[config.mk]
export PLATFORM = sky130hd
export DESIGN_NAME = bpwd_decoder
export DESIGN_NICKNAME = d
export VERILOG_FILES = /design/src/pkg/bpwd_pkg.sv /design/src/core/bpwd_decoder.sv
export SDC_FILE = /design/constraint.sdc
export NUM_CORES = 1
export LEC_CHECK = 0
export BUFFER_PORTS_ARGS = -buffer_cell sky130_fd_sc_hd__buf_2
export CAP_MARGIN = 20
export CORE_AREA = 2 2 203 205
export CTS_CLUSTER_SIZE = 8
export DETAILED_ROUTE_END_ITERATION = 7
export DIE_AREA = 0 0 205 207
export PLACE_DENSITY = 0.62
export SETUP_SLACK_MARGIN = 0.1
export SLEW_MARGIN = 25
export SYNTH_ARGS = -nofsm -noshare
export SYNTH_HDL_FRONTEND = slang
export SYNTH_SLANG_ARGS = --single-unit
[constraint.sdc]
create_clock -name i_clk_sys -period 17.4 [get_ports i_clk_sys]
set_input_delay 1.74 -clock i_clk_sys [delete_from_list [all_inputs] [get_ports i_clk_sys]]
set_output_delay 1.74 -clock i_clk_sys [all_outputs]
set_load 0.05 [all_outputs]
[src/pkg/bpwd_pkg.sv]
// Constants and types for the pattern word decoder.
// Assumes a single 125 MHz clock domain.
package bpwd_pkg;

  typedef enum logic [1:0] {
    BPWD_BIT,
    BPWD_8B10B,
    BPWD_128B130B
  } bpwd_mode_t;

  localparam int WORD_W = 144;
  localparam int DATA_W = 128;
  localparam int LFSR_W = 16;
  localparam int ADR_W  = 8;

  // Register byte addresses
  localparam logic [7:0] OFS_CTRL  = 8'h00;
  localparam logic [7:0] OFS_LFSR  = 8'h04;
  localparam logic [7:0] OFS_CMPN  = 8'h08;
  localparam logic [7:0] OFS_MSKN  = 8'h0c;
  localparam logic [7:0] OFS_STAT  = 8'h10;

  // Control field positions
  localparam int CTRL_MODE_LO = 0;
  localparam int CTRL_MASK_EN = 2;
  localparam int CTRL_SQL_EN  = 3;
  localparam logic [3:0] CTRL_RST = 4'h0;

  // Plain bit coding
  localparam int BIT_DATA  = 0;
  localparam int BIT_ATTR1 = 1;
  localparam int BIT_SQL2  = 2;

  // 8b/10b word
  localparam int K8_DATA_HI = 7;
  localparam int K8_KCHAR   = 8;
  localparam int K8_RSVD    = 9;
  localparam int K8_MASK    = 10;
  localparam int K8_SQL     = 11;
  localparam int K8_SCR_EN  = 12;
  localparam int K8_SCR_PS  = 13;
  localparam int K8_SCR_RST = 14;
  localparam int K8_SOF     = 15;

  // 128b/130b word
  localparam int W1_FRM_HI  = 1;
  localparam int W1_DATA_LO = 2;
  localparam int W1_DATA_HI = 129;
  localparam int W1_MASK    = 130;
  localparam int W1_SQL     = 131;
  localparam int W1_SCR_RST = 132;
  localparam int W1_SCR_PS  = 133;
  localparam int W1_BYP     = 134;
  localparam int W1_BYP0    = 135;
  localparam int W1_DC_DO   = 136;
  localparam int W1_DC_RST  = 137;
  localparam int W1_SEND_ST = 138;
  localparam int W1_PAR_RST = 139;
  localparam int W1_PAR_PS  = 140;
  localparam int W1_SOF     = 141;
  localparam int W1_RSVD_LO = 142;

  localparam logic [15:0] LFSR_SEED = 16'hffff;
  localparam logic [15:0] LFSR_TAPS = 16'h0039;
  localparam logic [31:0] CNT_RST   = 32'h0000_0000;

endpackage

[src/core/bpwd_decoder.sv]
// Pattern word decoder: splits stored words into transmit
// and receive controls; Wishbone classic register slave.
// Assumes words arrive on the system clock, one per valid.
//
// Implementation choices: the Wishbone register port and the placing of the registers.
`timescale 1ns/1ps
`default_nettype none

module bpwd_decoder (
  input  wire logic                          i_clk_sys,      // 125 MHz
  input  wire logic                          i_rst,          // Async, high
  input  wire logic                          i_wb_cyc,       // Bus cycle
  input  wire logic                          i_wb_stb,       // Strobe
  input  wire logic                          i_wb_we,        // Write
  input  wire logic [bpwd_pkg::ADR_W-1:0]    i_wb_adr,       // Byte address
  input  wire logic [31:0]                   i_wb_dat,       // Write data
  input  wire logic [3:0]                    i_wb_sel,       // Byte lanes
  output logic      [31:0]                   o_wb_dat,       // Read data
  output logic                               o_wb_ack,       // Acknowledge
  input  wire logic                          i_word_valid,   // Word strobe
  input  wire logic [bpwd_pkg::WORD_W-1:0]   i_word,         // Stored word
  output logic                               o_tx_valid,     // Tx symbol
  output logic [bpwd_pkg::DATA_W-1:0]        o_tx_data,      // Tx data
  output logic [1:0]                         o_tx_frame,     // Framing bits
  output logic                               o_tx_kchar,     // Control char
  output logic                               o_tx_squelch,   // Squelch level
  output logic                               o_tx_scr_en,    // Scramble on
  output logic                               o_tx_scr_byp,   // Bypass symbol
  output logic                               o_tx_scr_byp0,  // Bypass byte 0
  output logic [bpwd_pkg::LFSR_W-1:0]        o_tx_lfsr,      // Scrambler state
  output logic                               o_tx_dc_do,     // DC balance
  output logic                               o_tx_dc_clr,    // Clear balance
  output logic                               o_tx_send_st,   // Send state
  output logic                               o_tx_parity,    // Running parity
  output logic                               o_rx_valid,     // Rx symbol
  output logic [bpwd_pkg::DATA_W-1:0]        o_rx_data,      // Expected data
  output logic                               o_rx_kchar,     // Control char
  output logic                               o_rx_compare,   // Compare symbol
  output logic                               o_rx_sof,       // Start of frame
  output logic                               o_rx_scr_byp,   // Bypass symbol
  output logic                               o_rx_scr_byp0   // Bypass byte 0
);
  import bpwd_pkg::*;

  ////////////////////////////////////////////////////////////
  // Register bus

  logic [3:0]  ctrl_ff;
  logic        ack_ff;
  logic [31:0] rdat_ff;
  logic [31:0] cmp_cnt_ff;
  logic [31:0] msk_cnt_ff;
  logic [LFSR_W-1:0] lfsr_ff;
  logic        par_ff;
  logic        rsvd_seen_ff;
  logic        bus_req;
  bpwd_mode_t  mode;
  logic        mask_en;
  logic        sql_en;

  assign bus_req  = i_wb_cyc & i_wb_stb & ~ack_ff;
  assign mode     = bpwd_mode_t'(ctrl_ff[CTRL_MODE_LO +: 2]);
  assign mask_en  = ctrl_ff[CTRL_MASK_EN];
  assign sql_en   = ctrl_ff[CTRL_SQL_EN];
  assign o_wb_ack = ack_ff;
  assign o_wb_dat = rdat_ff;

  // Answer one cycle after the strobe, drop the cycle after
  always_ff @(posedge i_clk_sys or posedge i_rst) begin
    if (i_rst) begin
      ack_ff <= 1'b0;
    end else begin
      ack_ff <= bus_req;
    end
  end

  // Mode changes take effect for the next word only
  always_ff @(posedge i_clk_sys or posedge i_rst) begin
    if (i_rst) begin
      ctrl_ff <= CTRL_RST;
    end else if (bus_req && i_wb_we && i_wb_sel[0]
                 && i_wb_adr == OFS_CTRL) begin
      ctrl_ff <= i_wb_dat[3:0];
    end
  end

  // Unmapped addresses read as zero and still acknowledge
  always_ff @(posedge i_clk_sys or posedge i_rst) begin
    if (i_rst) begin
      rdat_ff <= 32'h0000_0000;
    end else if (bus_req && !i_wb_we) begin
      case (i_wb_adr)
        OFS_CTRL: rdat_ff <= {28'h000_0000, ctrl_ff};
        OFS_LFSR: rdat_ff <= {16'h0000, lfsr_ff};
        OFS_CMPN: rdat_ff <= cmp_cnt_ff;
        OFS_MSKN: rdat_ff <= msk_cnt_ff;
        OFS_STAT: rdat_ff <= {30'h0000_0000, rsvd_seen_ff, par_ff};
        default:  rdat_ff <= 32'h0000_0000;
      endcase
    end else begin
      rdat_ff <= 32'h0000_0000;
    end
  end

  ////////////////////////////////////////////////////////////
  // Word decode

  logic [DATA_W-1:0] d_data;
  logic [1:0] d_frame;
  logic d_kchar;
  logic d_mask;
  logic d_sql;
  logic d_scr_en;
  logic d_scr_ps;
  logic d_scr_rst;
  logic d_byp;
  logic d_byp0;
  logic d_dc_do;
  logic d_dc_clr;
  logic d_send;
  logic d_par_rst;
  logic d_par_ps;
  logic d_sof;
  logic d_rsvd;

  // Attribute gated by its enable; off means don't-care
  function automatic logic gate_attr(input logic en, input logic b);
    return en & b;
  endfunction

  always_comb begin
    d_data    = '0;
    d_frame   = 2'b00;
    d_kchar   = 1'b0;
    d_mask    = 1'b0;
    d_sql     = 1'b0;
    d_scr_en  = 1'b0;
    d_scr_ps  = 1'b0;
    d_scr_rst = 1'b0;
    d_byp     = 1'b0;
    d_byp0    = 1'b0;
    d_dc_do   = 1'b0;
    d_dc_clr  = 1'b0;
    d_send    = 1'b0;
    d_par_rst = 1'b0;
    d_par_ps  = 1'b0;
    d_sof     = 1'b0;
    d_rsvd    = 1'b0;
    case (mode)
      BPWD_BIT: begin
        d_data[0] = i_word[BIT_DATA];
        if (mask_en && sql_en) begin
          d_mask = i_word[BIT_ATTR1];
          d_sql  = i_word[BIT_SQL2];
        end else begin
          d_mask = gate_attr(mask_en, i_word[BIT_ATTR1]);
          d_sql  = gate_attr(sql_en, i_word[BIT_ATTR1]);
        end
      end
      BPWD_8B10B: begin
        d_data[7:0] = i_word[K8_DATA_HI:0];
        d_kchar   = i_word[K8_KCHAR];
        d_mask    = gate_attr(mask_en, i_word[K8_MASK]);
        d_sql     = gate_attr(sql_en, i_word[K8_SQL]);
        d_scr_en  = i_word[K8_SCR_EN];
        d_scr_ps  = i_word[K8_SCR_PS];
        d_scr_rst = i_word[K8_SCR_RST];
        d_sof     = i_word[K8_SOF];
        d_rsvd    = i_word[K8_RSVD];
      end
      BPWD_128B130B: begin
        d_frame   = i_word[W1_FRM_HI:0];
        d_data    = i_word[W1_DATA_HI:W1_DATA_LO];
        d_mask    = gate_attr(mask_en, i_word[W1_MASK]);
        d_sql     = gate_attr(sql_en, i_word[W1_SQL]);
        d_scr_en  = 1'b1;
        d_scr_rst = i_word[W1_SCR_RST];
        d_scr_ps  = i_word[W1_SCR_PS];
        d_byp     = i_word[W1_BYP];
        d_byp0    = i_word[W1_BYP0];
        d_dc_do   = i_word[W1_DC_DO];
        d_dc_clr  = i_word[W1_DC_RST];
        d_send    = i_word[W1_SEND_ST];
        d_par_rst = i_word[W1_PAR_RST];
        d_par_ps  = i_word[W1_PAR_PS];
        d_sof     = i_word[W1_SOF];
        d_rsvd    = |i_word[WORD_W-1:W1_RSVD_LO];
      end
      default: begin
        d_data = '0;
      end
    endcase
  end

  ////////////////////////////////////////////////////////////
  // Scrambler state

  function automatic logic [LFSR_W-1:0] lfsr_step(input logic [LFSR_W-1:0] s);
    return {s[LFSR_W-2:0], ^(s & LFSR_TAPS)};
  endfunction

  logic [LFSR_W-1:0] lfsr_use;
  logic [LFSR_W-1:0] nxt_lfsr;
  logic scr_active;

  // Reset applies to the symbol that carries it
  assign lfsr_use   = d_scr_rst ? LFSR_SEED : lfsr_ff;
  assign scr_active = d_scr_en & ~d_byp;
  assign nxt_lfsr   = d_scr_ps ? lfsr_use : lfsr_step(lfsr_use);

  always_ff @(posedge i_clk_sys or posedge i_rst) begin
    if (i_rst) begin
      lfsr_ff <= LFSR_SEED;
    end else if (i_word_valid) begin
      lfsr_ff <= nxt_lfsr;
    end
  end

  ////////////////////////////////////////////////////////////
  // Transmit parity

  logic par_use;

  assign par_use = d_par_rst ? 1'b0 : par_ff;

  always_ff @(posedge i_clk_sys or posedge i_rst) begin
    if (i_rst) begin
      par_ff <= 1'b0;
    end else if (i_word_valid) begin
      par_ff <= d_par_ps ? par_use : par_use ^ (^d_data);
    end
  end

  // Sticky flag: a reserved bit was seen set
  always_ff @(posedge i_clk_sys or posedge i_rst) begin
    if (i_rst) begin
      rsvd_seen_ff <= 1'b0;
    end else if (i_word_valid && d_rsvd) begin
      rsvd_seen_ff <= 1'b1;
    end
  end

  ////////////////////////////////////////////////////////////
  // Transmit path: mask and start of frame ignored here

  always_ff @(posedge i_clk_sys or posedge i_rst) begin
    if (i_rst) begin
      o_tx_valid    <= 1'b0;
      o_tx_data     <= '0;
      o_tx_frame    <= 2'b00;
      o_tx_kchar    <= 1'b0;
      o_tx_squelch  <= 1'b0;
      o_tx_scr_en   <= 1'b0;
      o_tx_scr_byp  <= 1'b0;
      o_tx_scr_byp0 <= 1'b0;
      o_tx_lfsr     <= LFSR_SEED;
      o_tx_dc_do    <= 1'b0;
      o_tx_dc_clr   <= 1'b0;
      o_tx_send_st  <= 1'b0;
      o_tx_parity   <= 1'b0;
    end else begin
      o_tx_valid    <= i_word_valid;
      // Squelched symbols carry no data
      o_tx_data     <= d_sql ? '0 : d_data;
      o_tx_frame    <= d_frame;
      o_tx_kchar    <= d_kchar;
      o_tx_squelch  <= d_sql;
      o_tx_scr_en   <= scr_active;
      o_tx_scr_byp  <= d_byp;
      o_tx_scr_byp0 <= d_byp0;
      o_tx_lfsr     <= lfsr_use;
      o_tx_dc_do    <= d_dc_do;
      o_tx_dc_clr   <= d_dc_clr;
      o_tx_send_st  <= d_send;
      o_tx_parity   <= par_use;
    end
  end

  ////////////////////////////////////////////////////////////
  // Receive path: squelch and scrambler enable, pause and reset ignored here; bypass passed on

  always_ff @(posedge i_clk_sys or posedge i_rst) begin
    if (i_rst) begin
      o_rx_valid    <= 1'b0;
      o_rx_data     <= '0;
      o_rx_kchar    <= 1'b0;
      o_rx_compare  <= 1'b1;
      o_rx_sof      <= 1'b0;
      o_rx_scr_byp  <= 1'b0;
      o_rx_scr_byp0 <= 1'b0;
    end else begin
      o_rx_valid    <= i_word_valid;
      o_rx_data     <= d_data;
      o_rx_kchar    <= d_kchar;
      o_rx_compare  <= ~d_mask;
      o_rx_sof      <= d_sof;
      o_rx_scr_byp  <= d_byp;
      o_rx_scr_byp0 <= d_byp0;
    end
  end

  // Count compared and excluded symbols
  always_ff @(posedge i_clk_sys or posedge i_rst) begin
    if (i_rst) begin
      cmp_cnt_ff <= CNT_RST;
      msk_cnt_ff <= CNT_RST;
    end else if (o_rx_valid) begin
      if (o_rx_compare) begin
        cmp_cnt_ff <= cmp_cnt_ff + 32'h0000_0001;
      end else begin
        msk_cnt_ff <= msk_cnt_ff + 32'h0000_0001;
      end
    end
  end

  ////////////////////////////////////////////////////////////
  // Checks

  a_bit_mask_only: assert property (@(posedge i_clk_sys) disable iff (i_rst)
    (i_word_valid && mode == BPWD_BIT && mask_en && !sql_en)
      |=> (o_rx_compare == !$past(i_word[1])) && !o_tx_squelch)
    else $error("bit coding mask decode wrong");

  a_bit_both_attr: assert property (@(posedge i_clk_sys) disable iff (i_rst)
    (i_word_valid && mode == BPWD_BIT && mask_en && sql_en)
      |=> (o_tx_squelch == $past(i_word[2]))
          && (o_rx_compare == !$past(i_word[1])))
    else $error("bit coding two attributes wrong");

  a_squelch_zero: assert property (@(posedge i_clk_sys) disable iff (i_rst)
    o_tx_squelch |-> (o_tx_data == '0))
    else $error("squelched symbol carries data");

  a_k8_fields: assert property (@(posedge i_clk_sys) disable iff (i_rst)
    (i_word_valid && mode == BPWD_8B10B)
      |=> (o_tx_kchar == $past(i_word[8])) && (o_rx_sof == $past(i_word[15])))
    else $error("8b10b class or frame start wrong");

  a_mask_off: assert property (@(posedge i_clk_sys) disable iff (i_rst)
    (i_word_valid && !mask_en) |=> o_rx_compare)
    else $error("disabled mask excluded a symbol");

  a_lfsr_reset: assert property (@(posedge i_clk_sys) disable iff (i_rst)
    (i_word_valid && mode == BPWD_128B130B && i_word[132])
      |=> (o_tx_lfsr == LFSR_SEED))
    else $error("scrambler reset not applied");

  a_lfsr_pause: assert property (@(posedge i_clk_sys) disable iff (i_rst)
    (i_word_valid && mode != BPWD_BIT && d_scr_ps && !d_scr_rst)
      |=> $stable(lfsr_ff))
    else $error("paused scrambler advanced");

  a_w1_data: assert property (@(posedge i_clk_sys) disable iff (i_rst)
    (i_word_valid && mode == BPWD_128B130B && !d_sql)
      |=> (o_rx_data == $past(i_word[W1_DATA_HI:W1_DATA_LO])) && (o_tx_data == o_rx_data)
          && (o_tx_frame == $past(i_word[1:0])))
    else $error("128b130b data or framing wrong");

  a_par_reset: assert property (@(posedge i_clk_sys) disable iff (i_rst)
    (i_word_valid && mode == BPWD_128B130B && i_word[139])
      |=> !o_tx_parity)
    else $error("parity reset ignored");

  a_bus_ack: assert property (@(posedge i_clk_sys) disable iff (i_rst)
    o_wb_ack |=> !o_wb_ack)
    else $error("ack held two cycles");

endmodule
`default_nettype wire

Word level (Yosys, flattened, before mapping)
Cells that the tools add are included.
{"block": "word_totals", "register_bits": 405, "latchBits": 0, "mem_bits_rw": 0, "rom_bits": 0, "input_bits": 194, "out_inout_bits": 323, "n_memories": 0}
{"block": "classes", "n_addsub": 2, "multipliers": 0, "div": 0, "magnitude_cmp": 0, "eq_ne": 6, "shift": 0, "n_mux": 28, "n_bitwise": 14, "n_reduce_logical": 15}
{"cell": "$pmux W32 S5", "n": 1}
{"cell": "$mux W128", "n": 1}
{"cell": "$reduce_xor A128 Y1", "n": 1}
{"cell": "$mux W120", "n": 1}
{"cell": "$add A32 B1 Y32 const B", "n": 2}
{"cell": "$mux W16", "n": 2}
{"cell": "$mux W32", "n": 1}
{"cell": "$eq A8 B4 Y1 const B", "n": 2}
{"cell": "$reduce_xor A16 Y1", "n": 1}
{"cell": "$pmux W7 S2", "n": 1}
{"cell": "$mux W1", "n": 12}
{"cell": "$pmux W1 S2", "n": 6}
{"cell": "$and A1 B1 Y1", "n": 9}
{"cell": "$eq A8 B3 Y1 const B", "n": 1}
{"cell": "$eq A8 B5 Y1 const B", "n": 1}
{"cell": "$logic_not A8 Y1", "n": 1}
{"cell": "$logic_and A1 B1 Y1", "n": 6}
{"cell": "$pmux W1 S3", "n": 2}
{"cell": "$not A1 Y1", "n": 4}
{"cell": "$reduce_and A2 Y1", "n": 2}
{"cell": "$reduce_or A2 Y1", "n": 2}
{"cell": "$eq A2 B1 Y1 const B", "n": 1}
{"cell": "$eq A2 B2 Y1 const B", "n": 1}
{"cell": "$logic_not A2 Y1", "n": 1}
{"cell": "3 further kinds", "n": 3}

Depth between registers and ports, before layout
Gate-level depths: netlist (run 1).
{"block": "depth", "depth_word": 6, "depth_mapped": 12}

Worst setup path after synthesis (run 1)
Ideal clock, no wire load.
{"block": "synth_path", "path_kind": "input -> register", "start": "input i_word[71] in the netlist's numbering", "end": "register par_ff", "setup_ps": 79, "t_arrival_ps": 3495, "t_required_ps": 17321, "slack_ps": 13826, "stages": 9, "n_path_buf": 0, "path_cell_list": "xor2_1 xnor3_1 xnor3_1 nand2_1 xnor2_1 xnor2_1 xnor2_1 mux2i_1 xor2_1"}
{"block": "synth_between", "elab_chain_len": 4}
{"item": "start: declaration", "line": "bpwd_decoder.sv:21", "rtl": "input wire logic [bpwd_pkg::WORD_W-1:0] i_word,"}
{"item": "$mux W120", "line": "bpwd_decoder.sv:149", "rtl": "case (mode)"}
{"item": "$reduce_xor A128 Y1", "line": "bpwd_decoder.sv:230", "rtl": "par_ff <= d_par_ps ? par_use : par_use ^ (^d_data);"}
{"item": "$xor A1 B1 Y1", "line": "bpwd_decoder.sv:230"}
{"item": "$mux W1", "line": "bpwd_decoder.sv:230"}
{"item": "end signal: assignment", "line": "bpwd_decoder.sv:230"}
{"item": "end: declaration", "line": "bpwd_decoder.sv:54", "rtl": "logic par_ff;"}
No other way between the ends.
A chain may end at the register's enable or synchronous reset.

==> results.md, run 1 <==
- Setup_tns: 0 ns
- Post-CTS Setup Bufs: 0
- Fmax: 240 MHz
- First-pass GRT wire length: between 60000 and 70000 µm
- Ys flop type: dfrtp_1
- CTS Buf Count: between 50 and 60
- Antenna Nets Post-Route: 0
- Pins Over Slew Limit: 0
- Critical path required time: 18.03 ns
- Most frequent cells in the layout: buf_2 (485), dfrtp_1 (372), and2_1 (254)
- Cts repair resizes: 0
- Syn Inst Count: roughly 1200
- Full die area: between 0.04 and 0.05 mm²
- Worst Skew: between 0.015 and 0.02 ns
- Lkg Pwr: around 11 nW
- Worst-path cell chain: buf_2, inv_8, buf_4, buf_4, buf_6
- Run status: complete, no violations
- CP delay by family, top: buffers and inverters
- PwrDens: about 110 mW/mm²
- Pin count of the biggest net entering global routing: around 130
- Initial antenna violation count: 3
- Post-synth EDFFs: 0
- CTS tree: done
- Register bit total from synthesis: between 400 and 500
- CP endpoint kind: async pin
- Fin area: about 0.02 mm²
- 1st-pass router iterations: 4
- Final wirelength: 43700 µm
- Syn avg cell area: 12.9 µm²
- Final Cycle Share: roughly a quarter
- VDD IR-drop max: between 0.00007 and 0.00008 V
- Vias in the first global route: roughly 11000
- DP HPWL: about 32000 µm
- Vert. Die Dim: a little over 200 µm
- Crit Path Class: in2async
- Critical path buffers and inverters: 5
- Number of port buffers: approximately 490
- Clock transition at the registers of the reported paths: ~0.05 ns
- Critical path's slowest cell: buf_4
- Vias/cell: 4.69
- # DRC: 0
- WP data arrival: 4.80 ns
- Die X: 205 µm
- CTS root buf: clkbuf_16
- Core Area: about 0.040 mm²
- Max-capacitance violation count: 0
- Ys Warns: 0
- Yosys cell types: 49
- Share of layout cells above drive strength 1: about a third
- Area delta synth->final: 28.5%
- Final setup violation count: 0
- Total power draw: roughly 2.3 mW
- Least-Margin Pin Slew: between 0.8 and 0.9 ns
- Remaining global-route overflow: 0
- Starting DRT DRC Count: about 590
- CTS H-tree depth: 2
- Startpoint Class: input pin
- Longest Clk Path Bufs: 3
- Dpl cell area: 0.0187 mm²
- Initial Util: approximately 40%
- Unrepaired setup endpoints after global routing: false
- Cts hold-fix bufs: 0
- Clk sinks: roughly 410
- Worst path most repeated cell: buf_4
- WL/cell: around 19 µm
- I/O pin count: just over 500
- Post-synth ARST share: between 90% and 100%
- Slowest cell delay on critical path: ~0.80 ns
- Leading cell type in the layout, fill and taps excluded: buf_2
- Hold Crit Class: reg2reg
- DR vias: ~11000
- Worst Path Max Fanout: 125
- Sequential share of the synthesized area: between 60 and 70%
- Final net count: 1922
- Final Hold Viols: 0
- All-Layer GR Usage: between 20% and 30%
- # rows: between 70 and 80
- Tmin final: around 4.2 ns
- Slew headroom: 41.3%
- Clock Latency Late Sink: 0.59 ns
- Synth Net Count: roughly 1400
- Gp weighted congestion: roughly 0.85
- Cell Area, Synth: 0.0157 mm²
[through the flow]
step | utilization (%) | worst slack, ns | hold slack [ns] | instances
floorplan | - | 4.45 | 0.438 | 1224
global placement | 46.3 | 12.20 | 0.462 | 2195
detailed placement | 46.3 | 12.15 | 0.479 | 2195
CTS | 50.0 | 12.77 | 0.491 | 2276
global route | 50.1 | 12.74 | 0.520 | 2279
finish | 50.1 | 13.23 | 0.481 | 2279
[path summary, 6_finish.rpt]
path / from / endpoint / slack (ns) / cells after the start
max: i_rst / ctrl_ff[1] / 13.23 / 5
min: rsvd_seen_ff / rsvd_seen_ff / 0.48 / 1
min reg2reg: rsvd_seen_ff / rsvd_seen_ff / 0.48 / 1
min in group asynchronous: i_rst / o_rx_data[79] / 1.31 / 2
max reg2reg: ctrl_ff[0] / o_tx_data[101] / 14.03 / 8
max in group i_clk_sys: i_word[11] / o_tx_data[101] / 13.65 / 8
[layout make-up]
type	count	area [µm²]
clock inverters	2	25.0
fillers	3670	20100
diodes	2	5.00
inverters	9	41.3
flip-flops and latches	405	10200
clock buffers	79	1490
multi-input cells	754	5290
well taps	532	666
repair buffers	496	2530
[kinds of logic (layout without fill, tap and decap cells)]
| kind of cell | count (synthesis) | in the layout | synth area share (%) |
|---|---|---|---|
| xor gates and xnor gates | 186 | 186 | 10.7 |
| and+or+nand+nor | 452 | 452 | 16.4 |
| DFF | 405 | 405 | 64.7 |
| muxes | 27 | 27 | 1.90 |
| other | 0 | 2 | 0 |
| adders and majority gates | 6 | 6 | 0.477 |
| AOI/OAI and AO/OA | 83 | 83 | 4.02 |
| buffers and inverters | 65 | 586 | 1.86 |
[per-layer routing]
| layer | up-vias | GRT usage, % | share of wire (%) |
|---|---|---|---|
| met5 | - | 0 | 0.030 |
| met4 | 2 | 6.45 | 2.8 |
| met3 | 83 | 6.66 | 8.1 |
| met2 | 386 | 32.9 | 47 |
| met1 | 5270 | 26.5 | 42 |
| li1 | 4954 | - | - |
[power breakdown]
| part | switching, mW | leakage [nW] | internal [mW] | total (mW) |
|---|---|---|---|---|
| registers | 0.0283 | 5.52 | 0.989 | 1.02 |
| clock network | 0.381 | 0.729 | 0.580 | 0.960 |
| logic | 0.164 | 4.38 | 0.110 | 0.273 |
| total | 0.573 | 10.6 | 1.68 | 2.25 |
[flip-flops by register name, indices dropped and copies added, names as in the netlist, 2 cells and up]
signal	count
lfsr_ff	16
ctrl_ff	4
o_wb_dat	32
msk_cnt_ff	32
o_tx_data	128
cmp_cnt_ff	32
o_tx_frame	2
o_rx_data	128
o_tx_lfsr	16
[cells in the mapped netlist (all sizes together) (15+ instances only)]
cell,number,area [µm²]
dfstp,33,867
nand3,24,120
o22a,15,131
xnor2,159,1410
nand2,50,188
nand2b,18,113
nand4,16,100
nor2,51,191
and2,255,1600
a22oi,36,270
mux2,23,259
dfrtp,372,9310
xor2,24,210
clkbuf,45,169
No activity file was read; power rests on OpenSTA's default activity.
==> run 2, diff against run 1 <==
--- a/config.mk
+++ b/config.mk
@@ -5,13 +5,14 @@
 export SDC_FILE = /design/constraint.sdc
 export NUM_CORES = 1
 export LEC_CHECK = 0
+export ABC_AREA = 1
 export BUFFER_PORTS_ARGS = -buffer_cell sky130_fd_sc_hd__buf_2
 export CAP_MARGIN = 20
-export CORE_AREA = 2 2 203 205
+export CORE_AREA = 2 2 204 206
 export CTS_CLUSTER_SIZE = 8
 export DETAILED_ROUTE_END_ITERATION = 7
-export DIE_AREA = 0 0 205 207
-export PLACE_DENSITY = 0.62
+export DIE_AREA = 0 0 206 208
+export PLACE_DENSITY = 0.7
 export SETUP_SLACK_MARGIN = 0.1
 export SLEW_MARGIN = 25
 export SYNTH_ARGS = -nofsm -noshare
==> constraint.sdc (replaced) <==
create_clock -name i_clk_sys -period 3.6 [get_ports i_clk_sys]
set_input_delay 0.36 -clock i_clk_sys [delete_from_list [all_inputs] [get_ports i_clk_sys]]
set_output_delay 0.36 -clock i_clk_sys [all_outputs]
set_load 0.05 [all_outputs]
==> run 2 against run 1 <==
  * Combinational power grew to 3.1 times the previous value
  * Die area is 0.97% higher
  * Synthesized cell count is 74% higher
  * Power grew to 4.6 times the previous value
  * Final area is 12% higher
  * Sequential share of layout area is 5.4 points lower
  * Routed wire length is 21% higher
  * Clock skew is 0.0058 ns higher
  * Clock power grew to 5.0 times the previous value
  * Area after synthesis is 13% higher
  * First-iteration DRC count is 31% higher
  * Sequential cell count stayed put
  * Critical endpoint is now par_ff
==> results.md, run 2 <==
- Multi-input logic area: 0.00599 mm² (+13%)
- Final net count: 2867 (+49%)
- Largest area contributor in the netlist: dfrtp_1
- Top-area cell type share of the netlist area: 52.3% (-6.8 points)
- Vias in the first global route: 15600 (+41%)
- Initial antenna violation count: 7 (+4)
- Fin area: 0.0227 mm² (+12%)
- Total power draw: 10.5 mW (+360%)
- Worst setup margin: 0.558 ns (-12.68 ns)
- Antenna Nets Post-Route: 0 (unchanged)
- PwrDens: 461 mW/mm² (+310%)
- Final wirelength: 53000 µm (+21%)
- Share of layout cells above drive strength 1: 24.4% (-11 points)
- Startpoint Class: flop
- Top cells by area, synth: dfrtp_1 (52%), nand2_1 (15%), inv_1 (7.3%)
- Most common cell in the netlist: nand2_1
- Syn Inst Count: 2132 (+74%)
- Ys Warns: 0 (unchanged)
- DP HPWL: 40300 µm (+25%)
- Gp weighted congestion: 0.902 (+6.0%)
- Longest Clk Path Bufs: 3 (unchanged)
- Ys flop type: dfrtp_1
- Dpl cell area: 0.0209 mm² (+12%)
- Post-synth ARST share: 100% (unchanged)
- CTS root buf: clkbuf_16
- Fmax: between 300 and 400 MHz
- Clock Latency Late Sink: 0.59 ns (about the same)
- Reg2reg end: par_ff
- Synth top cells by count: nand2_1 (688), dfrtp_1 (372), inv_1 (347), nor2_1 (257), nand3_1 (81)
- Core Area: 0.0406 mm² (+0.46%)
- DR vias: 15500 (+45%)
- Critical path required time: 4.09 ns (-13.94 ns)
- CTS H-tree depth: 2 (unchanged)
- Post-synth EDFFs: 0 (unchanged)
- CTS tree: done
- # rows: 74 (unchanged)
- WL/cell: 16.4 µm (-14%)
- Cell Area, Synth: 0.0178 mm² (+13%)
- Sequential share of the synthesized area: 57.2% (-7.5 points)
- Cts hold-fix bufs: 18 (+18)
- Pin count of the biggest net entering global routing: 82 (-35%)
- Tmin final: just over 3 ns
- Reg area: 0.0102 mm² (unchanged)
- Register bit total from synthesis: 405 (unchanged)
- Crit Path Class: reg2reg
- Setup crit end: par_ff
- Clk sinks: 405 (unchanged)
- Worst Skew: 0.0215 ns (+0.00581 ns)
- Pins Over Slew Limit: 0 (unchanged)
- I/O pin count: 517 (unchanged)
- Synth Net Count: 2332 (+64%)
- Worst Reg-to-Reg Cells: 25 (+17)
- All-Layer GR Usage: 24.7% (+4.1 points)
- Clock transition at the registers of the reported paths: 0.05 ns (about the same)
- 1st-pass router iterations: 5 (+1)
- Worst Path Max Fanout: 49 (-61%)
- CP endpoint kind: flop
- Worst hold path depth: 3 (+2)
- Starting DRT DRC Count: 770 (+31%)
- First-pass GRT wire length: 82500 µm (+25%)
- Number of port buffers: 485 (unchanged)
- Post-CTS Setup Bufs: 0 (unchanged)
- Final Hold Viols: 0 (unchanged)
- Least-Margin Pin Slew: 0.891 ns (+0.0104 ns)
- Final non-filler cell total: 3227 (+42%)
- Max-capacitance violation count: 0 (unchanged)
- Placed cells: 3122 (+42%)
- Slew headroom: 40.6% (-0.70 points)
- Syn avg cell area: 8.34 µm² (-35%)
- Unrepaired setup endpoints after global routing: false
- R2r setup slk: 0.56 ns (-13.47 ns)
- Final setup violation count: 0 (unchanged)
- CTS Buf Count: 56 (unchanged)
- VDD IR-drop max: 0.000376 V (+420%)
- Run status: complete, no violations
- Initial Util: 43.9% (+4.9 points)
- WP data arrival: 3.53 ns (-1.27 ns)
- Yosys cell types: 41 (-16%)
- Vert. Die Dim: 208 µm (+0.48%)
- Filler cell count: 3640 (-0.82%)
- Worst slack, placed: 0.517 ns (-11.63 ns)
- Reg2reg start: ctrl_ff[0]
- CP startpoint: ctrl_ff[0]
- Area delta synth->final: 27.4%
- Full die area: 0.0428 mm² (+0.97%)
- Largest regs: o_rx_data x128, o_tx_data x128
- Cts repair resizes: 0 (unchanged)
- # DRC: 0 (unchanged)
- Hold Crit Class: in2reg
- Vias/cell: 4.81 (+2.5%)
- Final Cycle Share: 84.5%
- Leading cell type in the layout, fill and taps excluded: nand2_1
- Die X: 206 µm (+0.49%)
- Most frequent cells in the layout: nand2_1 (688), buf_2 (485), dfrtp_1 (372)
- Remaining global-route overflow: 0 (unchanged)
- Lkg Pwr: 14.1 nW (+33%)
-- run 2: layout make-up --
class                           instances  share of cell area (%)
Antenna cell                            2                  0.0221
Clock buffer                           82                    6.75
Clock inverter                          2                  0.0773
Inverter                              351                    5.83
Multi-Input combinational cell       1320                    26.5
Sequential cell                       405                    44.9
Tap cell                              532                    2.94
Timing Repair Buffer                  533                    13.0
-- run 2: how the worst min path moves through the flow --
stage / startpoint / endpoint / slack (ns)
2_1_floorplan: i_word_valid / o_rx_valid / 0.39
3_3_place_gp: o_wb_ack / o_wb_ack / 0.46
3_5_place_dp: o_wb_ack / o_wb_ack / 0.46
4_1_cts: i_word[23] / o_rx_data[21] / 0.0004
5_1_grt: i_word[20] / o_rx_data[18] / 0.02
6_report: i_word[23] / o_rx_data[21] / 0.03
-- run 2: stage by stage --
step / util (%) / setup TNS [ns] / hold slack, ns
final: 55.9 / 0 / 0.0329
after global routing: 55.9 / 0 / 0.0199
after CTS: 55.8 / 0 / 0.000424
after detailed placement: 51.5 / 0 / 0.457
after global placement: 51.5 / 0 / 0.455
after floorplan: - / -837.13 / 0.391
-- run 2: layer usage --
layer	track usage [%]	vias to the layer above	part of all wire, %
li1	-	7474	-
met1	29.1	7382	39
met2	43.4	570	51
met3	6.64	99	7.6
met4	8.00	2	3.1
met5	0	-	0.025
-- run 2: kinds of logic (layout without fill, tap and decap cells) --
family	after synthesis	after routing	synth area share [%]
buffers and inverters	407	968	9.23
other	0	2	0
muxes	1	1	0.0633
xor gates and xnor gates	68	68	3.35
adders and majority gates	6	6	0.422
DFF	405	405	57.2
AOI/OAI and AO/OA	141	141	4.30
and+or+nand+nor	1104	1104	25.4
-- run 2: critical path: stages (launching register included) --
cell and delay [ns]:
dfrtp_1 0.40, inv_1 0.16, ha_4 0.39, buf_12 0.28, buf_4 0.19, nand2_1 0.11
nor2_1 0.14, inv_1 0.05, nand2_1 0.08, nand2_1 0.05, nand2_1 0.08, nand2_1 0.06
nand2_1 0.10, nand2_1 0.08, inv_1 0.06, nor2_1 0.03, nand2_1 0.05, nand2_1 0.06
nand2_1 0.07, nand2_1 0.10, inv_1 0.07, nand3_1 0.06, nand2_1 0.08, nand3_1 0.06
nand2_1 0.07, nand2_1 0.04
-- run 2: power by group --
| part | total [mW] | internal [mW] | switching, mW | leakage [nW] |
|---|---|---|---|---|
| combinational | 0.834 | 0.244 | 0.590 | 7.85 |
| sequential | 4.85 | 4.75 | 0.102 | 5.51 |
| clock | 4.77 | 2.87 | 1.90 | 0.747 |
| total | 10.5 | 7.86 | 2.59 | 14.1 |
